### src/crp_pkg.sv
// package for the charge regulation preset block: register map, preset values, timing
// assumes a single 25 MHz core clock and voltages in 10 mV units of a 12 V system
//
// How it works
// - program 4 makes every setting adjustable
// - lockout refuses every settings change
// - programs 0-3 enable low-battery disconnect
// - programs 2,3 light load at night
// - programs 0,1 keep load on normally
// - 0,2 flooded values; 1,3 sealed values
// - presets are fixed, hidden, not editable
// - set points scaled by system voltage/12
// - program 4 exposes all setting groups
// - non-PWM: switch off at set point
// - float recharges below set point minus band
// - band gates boost, equalise, absorption timers
// - absorption timer pauses below set point-band
// - advance only after full timed duration
// - equalise ends after four days anyway
// - lockout kept in non-volatile storage
// - over-current lowers charge duty cycle
package crp_pkg;
  // timing
  localparam int unsigned CLK_HZ        = 25_000_000;
  localparam int unsigned SEC_CYCLES    = CLK_HZ;       // cycles per second
  localparam int unsigned TENTH_HR_SEC  = 360;          // seconds per 0.1 h
  localparam int unsigned EQ_LIMIT_DAYS = 4;
  localparam int unsigned EQ_LIMIT_SEC  = EQ_LIMIT_DAYS * 24 * 3600;
  // register byte offsets
  localparam logic [7:0] OFS_CTRL   = 8'h00;
  localparam logic [7:0] OFS_LOCK   = 8'h04;
  localparam logic [7:0] OFS_VSET1  = 8'h08;
  localparam logic [7:0] OFS_VSET2  = 8'h0C;
  localparam logic [7:0] OFS_VSET3  = 8'h10;
  localparam logic [7:0] OFS_TSET   = 8'h14;
  localparam logic [7:0] OFS_LOAD   = 8'h18;
  localparam logic [7:0] OFS_STATUS = 8'h1C;
  localparam logic [7:0] OFS_MEAS   = 8'h20;
  // control field positions
  localparam int unsigned CTRL_PROG_LSB = 0;   // 3 bits
  localparam int unsigned CTRL_MULT_LSB = 3;   // 3 bits, system volts / 12
  localparam int unsigned CTRL_PWM_BIT  = 6;
  localparam int unsigned CTRL_EQ_BIT   = 7;   // write 1 requests equalise
  localparam logic [2:0]  PROG_CUSTOM   = 3'h4;
  localparam logic [2:0]  RST_PROG      = 3'h1;
  localparam logic [2:0]  RST_MULT      = 3'h1;
  localparam logic        RST_PWM       = 1'b0;
  // preset values, 10 mV units for a 12 V system, 0.1 h, 0.1 A
  localparam logic [15:0] PV_BOOST_FLOOD = 16'h05DC;  // 15.0 V
  localparam logic [15:0] PV_BOOST_SEAL  = 16'h058C;  // 14.2 V
  localparam logic [15:0] PV_EQ_FLOOD    = 16'h0640;  // 16.0 V
  localparam logic [15:0] PV_EQ_SEAL     = 16'h0578;  // 14.0 V
  localparam logic [7:0]  PT_EQ_FLOOD    = 8'h0A;     // 1.0 h
  localparam logic [7:0]  PT_EQ_SEAL     = 8'h00;
  localparam logic [15:0] PV_ABSORB      = 16'h0578;  // 14.0 V
  localparam logic [7:0]  PT_ABSORB      = 8'h14;     // 2.0 h
  localparam logic [15:0] PV_FLOAT       = 16'h0564;  // 13.8 V
  localparam logic [15:0] PV_BAND        = 16'h0028;  // 0.4 V
  localparam logic [15:0] PV_RETURN      = 16'h04CE;  // 12.3 V
  localparam logic [7:0]  PC_LIMIT       = 8'hC8;     // 20 A
  localparam logic [7:0]  PT_BOOST       = 8'h0A;     // 1.0 h
  localparam logic [15:0] PV_LOAD_OFF    = 16'h0460;  // 11.2 V
  localparam logic [15:0] PV_LOAD_ON     = 16'h0500;  // 12.8 V
  // charging stages
  typedef enum logic [1:0] {ST_BOOST, ST_EQUAL, ST_ABSORB, ST_FLOAT} crp_stage_t;
  // one full regulation set
  typedef struct packed {
    logic [15:0] floatSetpoint;
    logic [15:0] absorptionSetpoint;
    logic [15:0] boostVoltageLimit;
    logic [15:0] equaliseVoltage;
    logic [15:0] hysteresisBand;
    logic [15:0] boostReturn;
    logic [7:0]  absorptionDuration;
    logic [7:0]  equaliseDuration;
    logic [7:0]  boostDuration;
    logic [7:0]  chargeCurrentLimit;
    logic        nightLight;
    logic        lowBattDisconnect;
  } crp_settings_t;
endpackage
### src/crp_charge_regulation.sv
// charge regulation block: preset selector, hysteresis charge switch, stage timers
// assumes an AXI4-Lite master, synchronous measurement inputs and external nv storage
`timescale 1ns/1ps
`default_nettype none
module crp_charge_regulation #(
  parameter int unsigned SEC_CYC = crp_pkg::SEC_CYCLES
) (
  input  wire logic        core_clk,
  input  wire logic        rst_n,
  // AXI4-Lite slave
  input  wire logic [7:0]  s_axi_awaddr,
  input  wire logic        s_axi_awvalid,
  output logic             s_axi_awready,
  input  wire logic [31:0] s_axi_wdata,
  input  wire logic [3:0]  s_axi_wstrb,
  input  wire logic        s_axi_wvalid,
  output logic             s_axi_wready,
  output logic [1:0]       s_axi_bresp,
  output logic             s_axi_bvalid,
  input  wire logic        s_axi_bready,
  input  wire logic [7:0]  s_axi_araddr,
  input  wire logic        s_axi_arvalid,
  output logic             s_axi_arready,
  output logic [31:0]      s_axi_rdata,
  output logic [1:0]       s_axi_rresp,
  output logic             s_axi_rvalid,
  input  wire logic        s_axi_rready,
  // measurements
  input  wire logic [15:0] batteryVoltage,   // 10 mV units
  input  wire logic [7:0]  chargeCurrent,    // 0.1 A units
  input  wire logic        nightTime,
  // lockout non-volatile storage
  input  wire logic        nvLockoutIn,
  output logic             nvLockoutWrite,
  output logic             nvLockoutData,
  // power terminals
  output logic             chargeSwitchOn,
  output logic             loadOutputOn
);
  import crp_pkg::*;

  if (SEC_CYC < 2) $error("SEC_CYC must be at least 2");

  localparam logic [1:0] RESP_OKAY   = 2'b00;
  localparam logic [1:0] RESP_SLVERR = 2'b10;
  localparam logic [1:0] RESP_DECERR = 2'b11;

  function automatic crp_settings_t presetFor(input logic [2:0] prog);
    crp_settings_t s;
    logic          sealed;
    sealed = prog[0];
    s.floatSetpoint      = PV_FLOAT;
    s.absorptionSetpoint = PV_ABSORB;
    s.boostVoltageLimit  = sealed ? PV_BOOST_SEAL : PV_BOOST_FLOOD;
    s.equaliseVoltage    = sealed ? PV_EQ_SEAL : PV_EQ_FLOOD;
    s.hysteresisBand     = PV_BAND;
    s.boostReturn        = PV_RETURN;
    s.absorptionDuration = PT_ABSORB;
    s.equaliseDuration   = sealed ? PT_EQ_SEAL : PT_EQ_FLOOD;
    s.boostDuration      = PT_BOOST;
    s.chargeCurrentLimit = PC_LIMIT;
    // night lighting on programs 2 and 3
    s.nightLight         = prog[1];
    s.lowBattDisconnect  = 1'b1;
    return s;
  endfunction

  // scale a 12 V set point by system volts / 12
  function automatic logic [18:0] scaleV(input logic [15:0] v, input logic [2:0] m);
    return 19'(v) * 19'(m);
  endfunction

  // register state
  logic [2:0]    progSel_q;
  logic [2:0]    voltMult_q;
  logic          pwmSel_q;
  logic          lockout_q;
  logic          nvCaptured_q;
  logic          nvWrite_q;
  crp_settings_t custom_q;
  crp_settings_t active;
  logic          customMode;
  logic [2:0]    multEff;

  // program 4 runs on the adjustable set
  assign customMode = (progSel_q == PROG_CUSTOM);
  assign active     = customMode ? custom_q : presetFor(progSel_q);
  assign multEff    = (voltMult_q == 3'h0) ? 3'h1 : voltMult_q;

  // write channel holding
  logic        awHeld_q;
  logic        wHeld_q;
  logic [7:0]  wAddr_q;
  logic [31:0] wData_q;
  logic [3:0]  wStrb_q;
  logic        doWrite;

  assign s_axi_awready = !awHeld_q;
  assign s_axi_wready  = !wHeld_q;
  assign doWrite       = awHeld_q && wHeld_q && !s_axi_bvalid;

  // capture address and data in either order
  always_ff @(posedge core_clk) begin
    if (!rst_n) begin
      awHeld_q <= 1'b0;
      wHeld_q  <= 1'b0;
      wAddr_q  <= 8'h00;
      wData_q  <= 32'h0000_0000;
      wStrb_q  <= 4'h0;
    end else begin
      if (s_axi_awvalid && !awHeld_q) begin
        awHeld_q <= 1'b1;
        wAddr_q  <= s_axi_awaddr;
      end else if (doWrite) begin
        awHeld_q <= 1'b0;
      end
      if (s_axi_wvalid && !wHeld_q) begin
        wHeld_q <= 1'b1;
        wData_q <= s_axi_wdata;
        wStrb_q <= s_axi_wstrb;
      end else if (doWrite) begin
        wHeld_q <= 1'b0;
      end
    end
  end

  // decode and classify a write
  logic wrCtrl;
  logic wrLock;
  logic wrCustom;
  logic wrMapped;
  logic [31:0] wMask;
  always_comb begin
    wrCtrl   = 1'b0;
    wrLock   = 1'b0;
    wrCustom = 1'b0;
    wrMapped = 1'b1;
    if (wAddr_q[7:2] == OFS_CTRL[7:2]) begin
      wrCtrl = 1'b1;
    end else if (wAddr_q[7:2] == OFS_LOCK[7:2]) begin
      wrLock = 1'b1;
    end else if (wAddr_q[7:2] >= OFS_VSET1[7:2] && wAddr_q[7:2] <= OFS_LOAD[7:2]) begin
      wrCustom = 1'b1;
    end else if (wAddr_q[7:2] == OFS_STATUS[7:2] || wAddr_q[7:2] == OFS_MEAS[7:2]) begin
      wrMapped = 1'b1;   // read-only, write ignored
    end else begin
      wrMapped = 1'b0;
    end
  end
  assign wMask = {{8{wStrb_q[3]}}, {8{wStrb_q[2]}}, {8{wStrb_q[1]}}, {8{wStrb_q[0]}}};

  logic ctrlOk;
  logic customOk;
  assign ctrlOk   = wrCtrl && !lockout_q;
  assign customOk = wrCustom && !lockout_q && customMode;

  // write response
  always_ff @(posedge core_clk) begin
    if (!rst_n) begin
      s_axi_bvalid <= 1'b0;
      s_axi_bresp  <= RESP_OKAY;
    end else if (doWrite) begin
      s_axi_bvalid <= 1'b1;
      if (!wrMapped) begin
        s_axi_bresp <= RESP_DECERR;
      end else if ((wrCtrl && !ctrlOk) || (wrCustom && !customOk)) begin
        s_axi_bresp <= RESP_SLVERR;
      end else begin
        s_axi_bresp <= RESP_OKAY;
      end
    end else if (s_axi_bready) begin
      s_axi_bvalid <= 1'b0;
    end
  end

  // control register
  always_ff @(posedge core_clk) begin
    if (!rst_n) begin
      progSel_q  <= RST_PROG;
      voltMult_q <= RST_MULT;
      pwmSel_q   <= RST_PWM;
    end else if (doWrite && ctrlOk && wStrb_q[0]) begin
      if (wData_q[CTRL_PROG_LSB +: 3] <= PROG_CUSTOM) begin
        progSel_q <= wData_q[CTRL_PROG_LSB +: 3];
      end
      voltMult_q <= wData_q[CTRL_MULT_LSB +: 3];
      pwmSel_q   <= wData_q[CTRL_PWM_BIT];
    end
  end

  // lockout restored from and saved to nv storage
  always_ff @(posedge core_clk) begin
    if (!rst_n) begin
      lockout_q    <= 1'b0;
      nvCaptured_q <= 1'b0;
      nvWrite_q    <= 1'b0;
    end else begin
      nvWrite_q <= 1'b0;
      if (!nvCaptured_q) begin
        nvCaptured_q <= 1'b1;
        lockout_q    <= nvLockoutIn;
      end else if (doWrite && wrLock && wStrb_q[0] && wData_q[0]) begin
        lockout_q <= !lockout_q;   // toggle, always allowed
        nvWrite_q <= 1'b1;
      end
    end
  end
  assign nvLockoutWrite = nvWrite_q;
  assign nvLockoutData  = lockout_q;

  // adjustable set, starts as the sealed preset
  always_ff @(posedge core_clk) begin
    if (!rst_n) begin
      custom_q <= presetFor(RST_PROG);
    end else if (doWrite && customOk) begin
      if (wAddr_q[7:2] == OFS_VSET1[7:2]) begin
        custom_q.floatSetpoint      <= (custom_q.floatSetpoint & ~wMask[15:0])
                                     | (wData_q[15:0] & wMask[15:0]);
        custom_q.absorptionSetpoint <= (custom_q.absorptionSetpoint & ~wMask[31:16])
                                     | (wData_q[31:16] & wMask[31:16]);
      end else if (wAddr_q[7:2] == OFS_VSET2[7:2]) begin
        custom_q.boostVoltageLimit  <= (custom_q.boostVoltageLimit & ~wMask[15:0])
                                     | (wData_q[15:0] & wMask[15:0]);
        custom_q.equaliseVoltage    <= (custom_q.equaliseVoltage & ~wMask[31:16])
                                     | (wData_q[31:16] & wMask[31:16]);
      end else if (wAddr_q[7:2] == OFS_VSET3[7:2]) begin
        custom_q.hysteresisBand     <= (custom_q.hysteresisBand & ~wMask[15:0])
                                     | (wData_q[15:0] & wMask[15:0]);
        custom_q.boostReturn        <= (custom_q.boostReturn & ~wMask[31:16])
                                     | (wData_q[31:16] & wMask[31:16]);
      end else if (wAddr_q[7:2] == OFS_TSET[7:2]) begin
        if (wStrb_q[0]) custom_q.absorptionDuration <= wData_q[7:0];
        if (wStrb_q[1]) custom_q.equaliseDuration   <= wData_q[15:8];
        if (wStrb_q[2]) custom_q.boostDuration      <= wData_q[23:16];
        if (wStrb_q[3]) custom_q.chargeCurrentLimit <= wData_q[31:24];
      end else if (wStrb_q[0]) begin
        custom_q.nightLight        <= wData_q[0];
        custom_q.lowBattDisconnect <= wData_q[1];
      end
    end
  end

  // status view
  crp_stage_t stage_q;
  logic       chargeGate_q;
  logic       loadLowOff_q;
  logic [7:0] duty_q;
  logic       eqPending_q;

  // read channel: one word per request
  logic [31:0] rdWord;
  logic [1:0]  rdResp;
  always_comb begin
    rdWord = 32'h0000_0000;
    rdResp = RESP_OKAY;
    if (s_axi_araddr[7:2] == OFS_CTRL[7:2]) begin
      rdWord = {24'h00_0000, eqPending_q, pwmSel_q, voltMult_q, progSel_q};
    end else if (s_axi_araddr[7:2] == OFS_LOCK[7:2]) begin
      rdWord = {31'h0000_0000, lockout_q};
    end else if (s_axi_araddr[7:2] >= OFS_VSET1[7:2]
                 && s_axi_araddr[7:2] <= OFS_LOAD[7:2]) begin
      if (customMode) begin
        if (s_axi_araddr[7:2] == OFS_VSET1[7:2]) begin
          rdWord = {custom_q.absorptionSetpoint, custom_q.floatSetpoint};
        end else if (s_axi_araddr[7:2] == OFS_VSET2[7:2]) begin
          rdWord = {custom_q.equaliseVoltage, custom_q.boostVoltageLimit};
        end else if (s_axi_araddr[7:2] == OFS_VSET3[7:2]) begin
          rdWord = {custom_q.boostReturn, custom_q.hysteresisBand};
        end else if (s_axi_araddr[7:2] == OFS_TSET[7:2]) begin
          rdWord = {custom_q.chargeCurrentLimit, custom_q.boostDuration,
                    custom_q.equaliseDuration, custom_q.absorptionDuration};
        end else begin
          rdWord = {30'h0000_0000, custom_q.lowBattDisconnect, custom_q.nightLight};
        end
      end
    end else if (s_axi_araddr[7:2] == OFS_STATUS[7:2]) begin
      rdWord = {16'h0000, duty_q, 2'b00, loadLowOff_q, loadOutputOn,
                chargeSwitchOn, chargeGate_q, stage_q};
    end else if (s_axi_araddr[7:2] == OFS_MEAS[7:2]) begin
      rdWord = {8'h00, chargeCurrent, batteryVoltage};
    end else begin
      rdResp = RESP_DECERR;
    end
  end

  assign s_axi_arready = !s_axi_rvalid;

  always_ff @(posedge core_clk) begin
    if (!rst_n) begin
      s_axi_rvalid <= 1'b0;
      s_axi_rdata  <= 32'h0000_0000;
      s_axi_rresp  <= RESP_OKAY;
    end else if (s_axi_arvalid && !s_axi_rvalid) begin
      s_axi_rvalid <= 1'b1;
      s_axi_rdata  <= rdWord;
      s_axi_rresp  <= rdResp;
    end else if (s_axi_rready) begin
      s_axi_rvalid <= 1'b0;
    end
  end

  // set point of the present stage
  logic [18:0] setpoint;
  logic [18:0] bandScaled;
  logic [18:0] lowerLevel;
  logic [18:0] battV;
  logic [7:0]  stageDur;
  always_comb begin
    case (stage_q)
      ST_BOOST: begin
        setpoint = scaleV(active.boostVoltageLimit, multEff);
        stageDur = active.boostDuration;
      end
      ST_EQUAL: begin
        setpoint = scaleV(active.equaliseVoltage, multEff);
        stageDur = active.equaliseDuration;
      end
      ST_ABSORB: begin
        setpoint = scaleV(active.absorptionSetpoint, multEff);
        stageDur = active.absorptionDuration;
      end
      default: begin
        setpoint = scaleV(active.floatSetpoint, multEff);
        stageDur = 8'h00;
      end
    endcase
  end
  assign bandScaled = scaleV(active.hysteresisBand, multEff);
  assign lowerLevel = (bandScaled > setpoint) ? 19'h0_0000 : setpoint - bandScaled;
  assign battV      = 19'(batteryVoltage);

  always_ff @(posedge core_clk) begin
    if (!rst_n) begin
      chargeGate_q <= 1'b1;
    end else if (battV >= setpoint) begin
      chargeGate_q <= 1'b0;
    end else if (battV <= lowerLevel || pwmSel_q) begin
      chargeGate_q <= 1'b1;
    end
  end

  // one-second tick
  logic [31:0] secDiv_q;
  logic        secTick;
  assign secTick = (secDiv_q == 32'(SEC_CYC - 1));
  always_ff @(posedge core_clk) begin
    if (!rst_n || secTick) begin
      secDiv_q <= 32'h0000_0000;
    end else begin
      secDiv_q <= secDiv_q + 32'h0000_0001;
    end
  end

  // stage timers
  logic [19:0] stageSec_q;
  logic [19:0] eqWallSec_q;
  logic        timeDone;
  logic        eqExpired;
  logic        stageChange;
  crp_stage_t  stageNext;
  assign timeDone  = (stageSec_q >= 20'(stageDur) * 20'(TENTH_HR_SEC));
  assign eqExpired = (eqWallSec_q >= 20'(EQ_LIMIT_SEC));
  assign stageChange = (stageNext != stage_q);

  // stage timer runs only above set point minus band; equalise wall timer runs regardless
  always_ff @(posedge core_clk) begin
    if (!rst_n || stageChange) begin
      stageSec_q  <= 20'h0_0000;
      eqWallSec_q <= 20'h0_0000;
    end else if (secTick) begin
      if (battV > lowerLevel && !timeDone) begin
        stageSec_q <= stageSec_q + 20'h0_0001;
      end
      if (stage_q == ST_EQUAL && !eqExpired) begin
        eqWallSec_q <= eqWallSec_q + 20'h0_0001;
      end
    end
  end

  // stage sequence with return to boost
  always_comb begin
    stageNext = stage_q;
    case (stage_q)
      ST_BOOST: begin
        // wait for the full boost time
        if (timeDone) begin
          stageNext = (eqPending_q && active.equaliseDuration != 8'h00) ? ST_EQUAL
                                                                         : ST_ABSORB;
        end
      end
      ST_EQUAL: begin
        if (timeDone || eqExpired) begin
          stageNext = ST_ABSORB;
        end
      end
      ST_ABSORB: begin
        // wait for the full absorption time
        if (timeDone) begin
          stageNext = ST_FLOAT;
        end
      end
      default: begin
        if (battV < scaleV(active.boostReturn, multEff)) begin
          stageNext = ST_BOOST;
        end
      end
    endcase
  end

  always_ff @(posedge core_clk) begin
    if (!rst_n) begin
      stage_q <= ST_BOOST;
    end else begin
      stage_q <= stageNext;
    end
  end

  // equalise request, a new request wins over its own clear
  always_ff @(posedge core_clk) begin
    if (!rst_n) begin
      eqPending_q <= 1'b0;
    end else if (doWrite && ctrlOk && wStrb_q[0] && wData_q[CTRL_EQ_BIT]) begin
      eqPending_q <= 1'b1;
    end else if (stage_q == ST_BOOST && stageNext != ST_BOOST) begin
      eqPending_q <= 1'b0;
    end
  end

  // current limit trims the duty cycle
  logic [7:0] pwmCnt_q;
  always_ff @(posedge core_clk) begin
    if (!rst_n) begin
      duty_q   <= 8'hFF;
      pwmCnt_q <= 8'h00;
    end else begin
      pwmCnt_q <= pwmCnt_q + 8'h01;
      if (pwmCnt_q == 8'hFF) begin
        if (chargeCurrent > active.chargeCurrentLimit && duty_q != 8'h00) begin
          duty_q <= duty_q - 8'h01;
        end else if (chargeCurrent < active.chargeCurrentLimit && duty_q != 8'hFF) begin
          duty_q <= duty_q + 8'h01;
        end
      end
    end
  end

  always_ff @(posedge core_clk) begin
    if (!rst_n) begin
      chargeSwitchOn <= 1'b0;
    end else begin
      chargeSwitchOn <= chargeGate_q && (duty_q == 8'hFF || pwmCnt_q < duty_q);
    end
  end

  always_ff @(posedge core_clk) begin
    if (!rst_n) begin
      loadLowOff_q <= 1'b0;
    end else if (battV < scaleV(PV_LOAD_OFF, multEff)) begin
      loadLowOff_q <= 1'b1;
    end else if (battV > scaleV(PV_LOAD_ON, multEff)) begin
      loadLowOff_q <= 1'b0;
    end
  end

  // load on normally or at night only
  always_ff @(posedge core_clk) begin
    if (!rst_n) begin
      loadOutputOn <= 1'b0;
    end else begin
      loadOutputOn <= (!active.nightLight || nightTime)
                      && !(active.lowBattDisconnect && loadLowOff_q);
    end
  end
endmodule
`default_nettype wire

### config.mk
export PLATFORM = sky130hd
export DESIGN_NAME = crp_charge_regulation
export DESIGN_NICKNAME = d
export VERILOG_FILES = /design/src/crp_pkg.sv /design/src/crp_charge_regulation.sv
export SDC_FILE = /design/constraint.sdc
export NUM_CORES = 2
export LEC_CHECK = 0
export BUFFER_PORTS_ARGS = -buffer_cell sky130_fd_sc_hd__buf_2
export CAP_MARGIN = 20
export CORE_MARGIN = 5
export CORE_UTILIZATION = 30
export DETAILED_ROUTE_END_ITERATION = 8
export PLACE_DENSITY = 0.46
export SLEW_MARGIN = 20
export SYNTH_ARGS = -nofsm -noshare
export SYNTH_HDL_FRONTEND = slang
export SYNTH_SLANG_ARGS = --single-unit
### constraint.sdc
create_clock -name core_clk -period 14.7 [get_ports core_clk]
set_input_delay 0 -clock core_clk [delete_from_list [all_inputs] [get_ports core_clk]]
set_output_delay 0 -clock core_clk [all_outputs]
set_load 0.005 [all_outputs]
==> summary.txt <==
Outcome: complete, no violations
FP Rows: 107
Fmax: 91.2 MHz
H-tree depth: 2
Critical path peak fanout: 57
Worst VDD drop: 0.0874 mV
Hold-fix buffers, CTS: 63
First-pass GRT wire length: 147000 µm
Most used cell, CP: a21oi_1
Die width: 304 µm
Mean cell area of the mapped netlist: 7.51 µm²
Period minus WS final: 10.96 ns
Dpl hpwl: 73400 µm
Clock latency on the worst-skew pair: 0.57 ns
Worst setup SP type: register
Die Ht: 304 µm
Pin count of the biggest net entering global routing: 95
Total core area: 85400 µm²
Layout cells sized above 1: 7.51%
Worst hold start: batteryVoltage[8]
First DRT Iteration DRCs: 1734
Final Skew: 0.0245 ns
Yosys cell types: 77
# fillers: 9351
Synthesized area: 25900 µm²
Worst Path Arrival: 11.43 ns
Non-filler cells, final: 4713
Total wire length: 96300 µm
WL/cell: 20.4 µm
Lkg Pwr: 12.9 nW
CP startpoint: voltMult_q[2]
Setup TNS: 0 ns
Pre-antenna DRT Iters: 6
Worst r2r src: voltMult_q[2]
Crit path buf inv count: 5
GR Util met3: 2.37%
Final Slew Violations: 0
Vias per cell: 5.14
Least-Margin Pin Slew: 1.08 ns
Final-report hold violation count: 0
Period utilization: 74.6%
Reg2Reg Depth: 43
Initial antenna violation count: 4
CTS Root Cell: clkbuf_16
CTS sink cnt: 316
Crit. End Element: register
Met2 usage: 33.5%
Global routing usage on met1: 28.2%
I/O pin count: 130
CP delay by family, top: simple AND/OR/NAND/NOR gates
RD Place Congestion: 0.895
Initial core utilization: 30.3%
DRC Markers: 0
Unrepaired setup endpoints after global routing: false
Max incr delay on CP: 0.82 ns
Worst reg-to-reg setup slack: 3.74 ns
Critical path class: reg2reg
WHS Path Cells: 5
Post-synth ARST share: 0%
Endpoints failing setup: 0
Final nets: 3982
Inserted Clock Buffers: 37
Total track usage: 20.2%
Setup Fix Bufs, Post-CTS: 0
Tot Pwr: 2.01 mW
Full die area: 92300 µm²
Normalized max-slew margin: 28.0%
CTS clk-pin slew, worst paths: 0.06 ns
Cell count after synthesis: 3447
Total grt overflow: 0
Total number of vias: 24200
YS warnings: 0
Area grow syn2layout: 14.0%
Max-Cap Viols: 0
Pwr/cell area: 68.0 nW/µm²
# placed instances: 4580
ANT nets after route: 0
Cells resized by post-CTS repair: 0
R2R Path End: stageSec_q[12]
Gr busiest metal: met2
Sequential cell area fraction in the yosys report: 24.4%
Number of port buffers: 125
Vias in the first global route: 23700
CP Data Required Time: 15.17 ns
Post-Syn Nets: 3891
Yosys reg bits: 316
Number of enable flip-flop cells after synthesis: 0
CP max-delay cell: nor2_4
Synth Flop Type: dfxtp_1
CTS Buffer Depth: 3
CTS tree: done
Worst hold path type: in2reg
Hold EP: s_axi_rdata[8]
[how the worst max path moves through the flow]
| stage | cells past startpoint | slack, ns | endpoint |
|---|---|---|---|
| floorplan | 46 | 5.53 | stageSec_q[13] |
| global placement | 43 | 3.77 | stageSec_q[12] |
| detailed placement | 43 | 3.73 | stageSec_q[12] |
| CTS | 43 | 3.67 | stageSec_q[12] |
| global route | 45 | 2.92 | stageSec_q[16] |
| finish | 43 | 3.74 | stageSec_q[12] |
[layer usage]
metal | vias to the layer above | wire, µm
li1 | 12000 | -
met1 | 11600 | 45300
met2 | 539 | 43800
met3 | 97 | 5070
met4 | 0 | 2150
met5 | - | 0
[stage by stage]
| stage | setup WS, ns | hold WS (ns) | cell area, µm² | util (%) |
|---|---|---|---|---|
| 2_1_floorplan | 5.53 | 0.0277 | 25900 | - |
| 3_3_place_gp | 3.77 | 0.200 | 27600 | 32.3 |
| 3_5_place_dp | 3.73 | 0.191 | 27600 | 32.3 |
| 4_1_cts | 3.67 | 0.184 | 29500 | 34.5 |
| 5_1_grt | 2.92 | 0.207 | 29500 | 34.5 |
| 6_report | 3.74 | 0.189 | 29500 | 34.5 |
[final cells by class]
class / count / area, µm² / area share [%]
diodes: 2 / 5.00 / 0.0170
multi-input cells: 2673 / 17900 / 60.7
well taps: 1144 / 1430 / 4.85
repair buffers: 217 / 1470 / 4.99
clock inverters: 13 / 198 / 0.670
flip-flops and latches: 316 / 6330 / 21.5
clock buffers: 55 / 1050 / 3.57
inverters: 293 / 1100 / 3.74
[worst reg2reg max path: cells and delay by family (launching register included)]
kind            cells  cell delay, ns
xor+xnor            1            0.27
fa+ha+maj           5            1.68
flops               1            0.31
simple gates       14            3.77
compound gates     18            3.32
buf+inv             5            1.55
[Yosys cell counts, types with 24 or more instances]
cell type | instances | area, µm²
a211oi_1 | 31 | 233
clkbuf_1 | 148 | 556
inv_1 | 290 | 1090
o21ai_0 | 203 | 1020
xnor2_1 | 88 | 771
o21bai_1 | 26 | 195
and2_1 | 27 | 169
nor2_1 | 267 | 1000
or3_1 | 32 | 200
fa_1 | 102 | 2040
nand3_1 | 100 | 500
nor2b_1 | 32 | 200
nand4_1 | 34 | 213
and3_1 | 63 | 394
mux2i_1 | 32 | 320
mux2_2 | 26 | 293
a21o_1 | 39 | 293
o21a_1 | 24 | 180
dfxtp_1 | 316 | 6330
nor3_1 | 48 | 240
a21oi_1 | 310 | 1550
xor2_1 | 67 | 587
ha_1 | 257 | 3220
nand2_1 | 637 | 2390
[report_power, final]
part / internal, mW / leakage (nW) / switching (mW)
Clock: 0.558 / 0.608 / 0.409
Combinational: 0.0561 / 9.77 / 0.0921
Sequential: 0.870 / 2.56 / 0.0218
[placed cells by master (no fill, tap or decap), drive strengths merged, types with 27 or more instances in the layout]
| cell type | synthesis | final |
|---|---|---|
| or3 | 32 | 32 |
| dlygate4sd3 | 0 | 63 |
| clkbuf | 148 | 55 |
| ha | 257 | 257 |
| and2 | 27 | 27 |
| nand4 | 35 | 35 |
| mux2i | 32 | 32 |
| fa | 102 | 102 |
| nor2 | 267 | 267 |
| xor2 | 67 | 67 |
| a21oi | 310 | 310 |
| a211oi | 31 | 31 |
| xnor2 | 88 | 88 |
| and3 | 63 | 63 |
| dfxtp | 316 | 316 |
| buf | 17 | 154 |
| a21o | 39 | 39 |
| inv | 290 | 292 |
| nor2b | 32 | 32 |
| o21ai | 207 | 207 |
| nand3 | 100 | 100 |
| nand2 | 637 | 637 |
| nor3 | 48 | 48 |
[cells by family after synthesis]
family / count (synthesis) / share of synthesized area (%)
buf+inv: 458 / 6.66
xor+xnor: 155 / 5.24
simple gates: 1316 / 22.6
flops: 316 / 24.4
compound gates: 781 / 18.2
fa+ha+maj: 361 / 20.4
mux: 60 / 2.54
No activity file was read; power rests on OpenSTA's default activity.
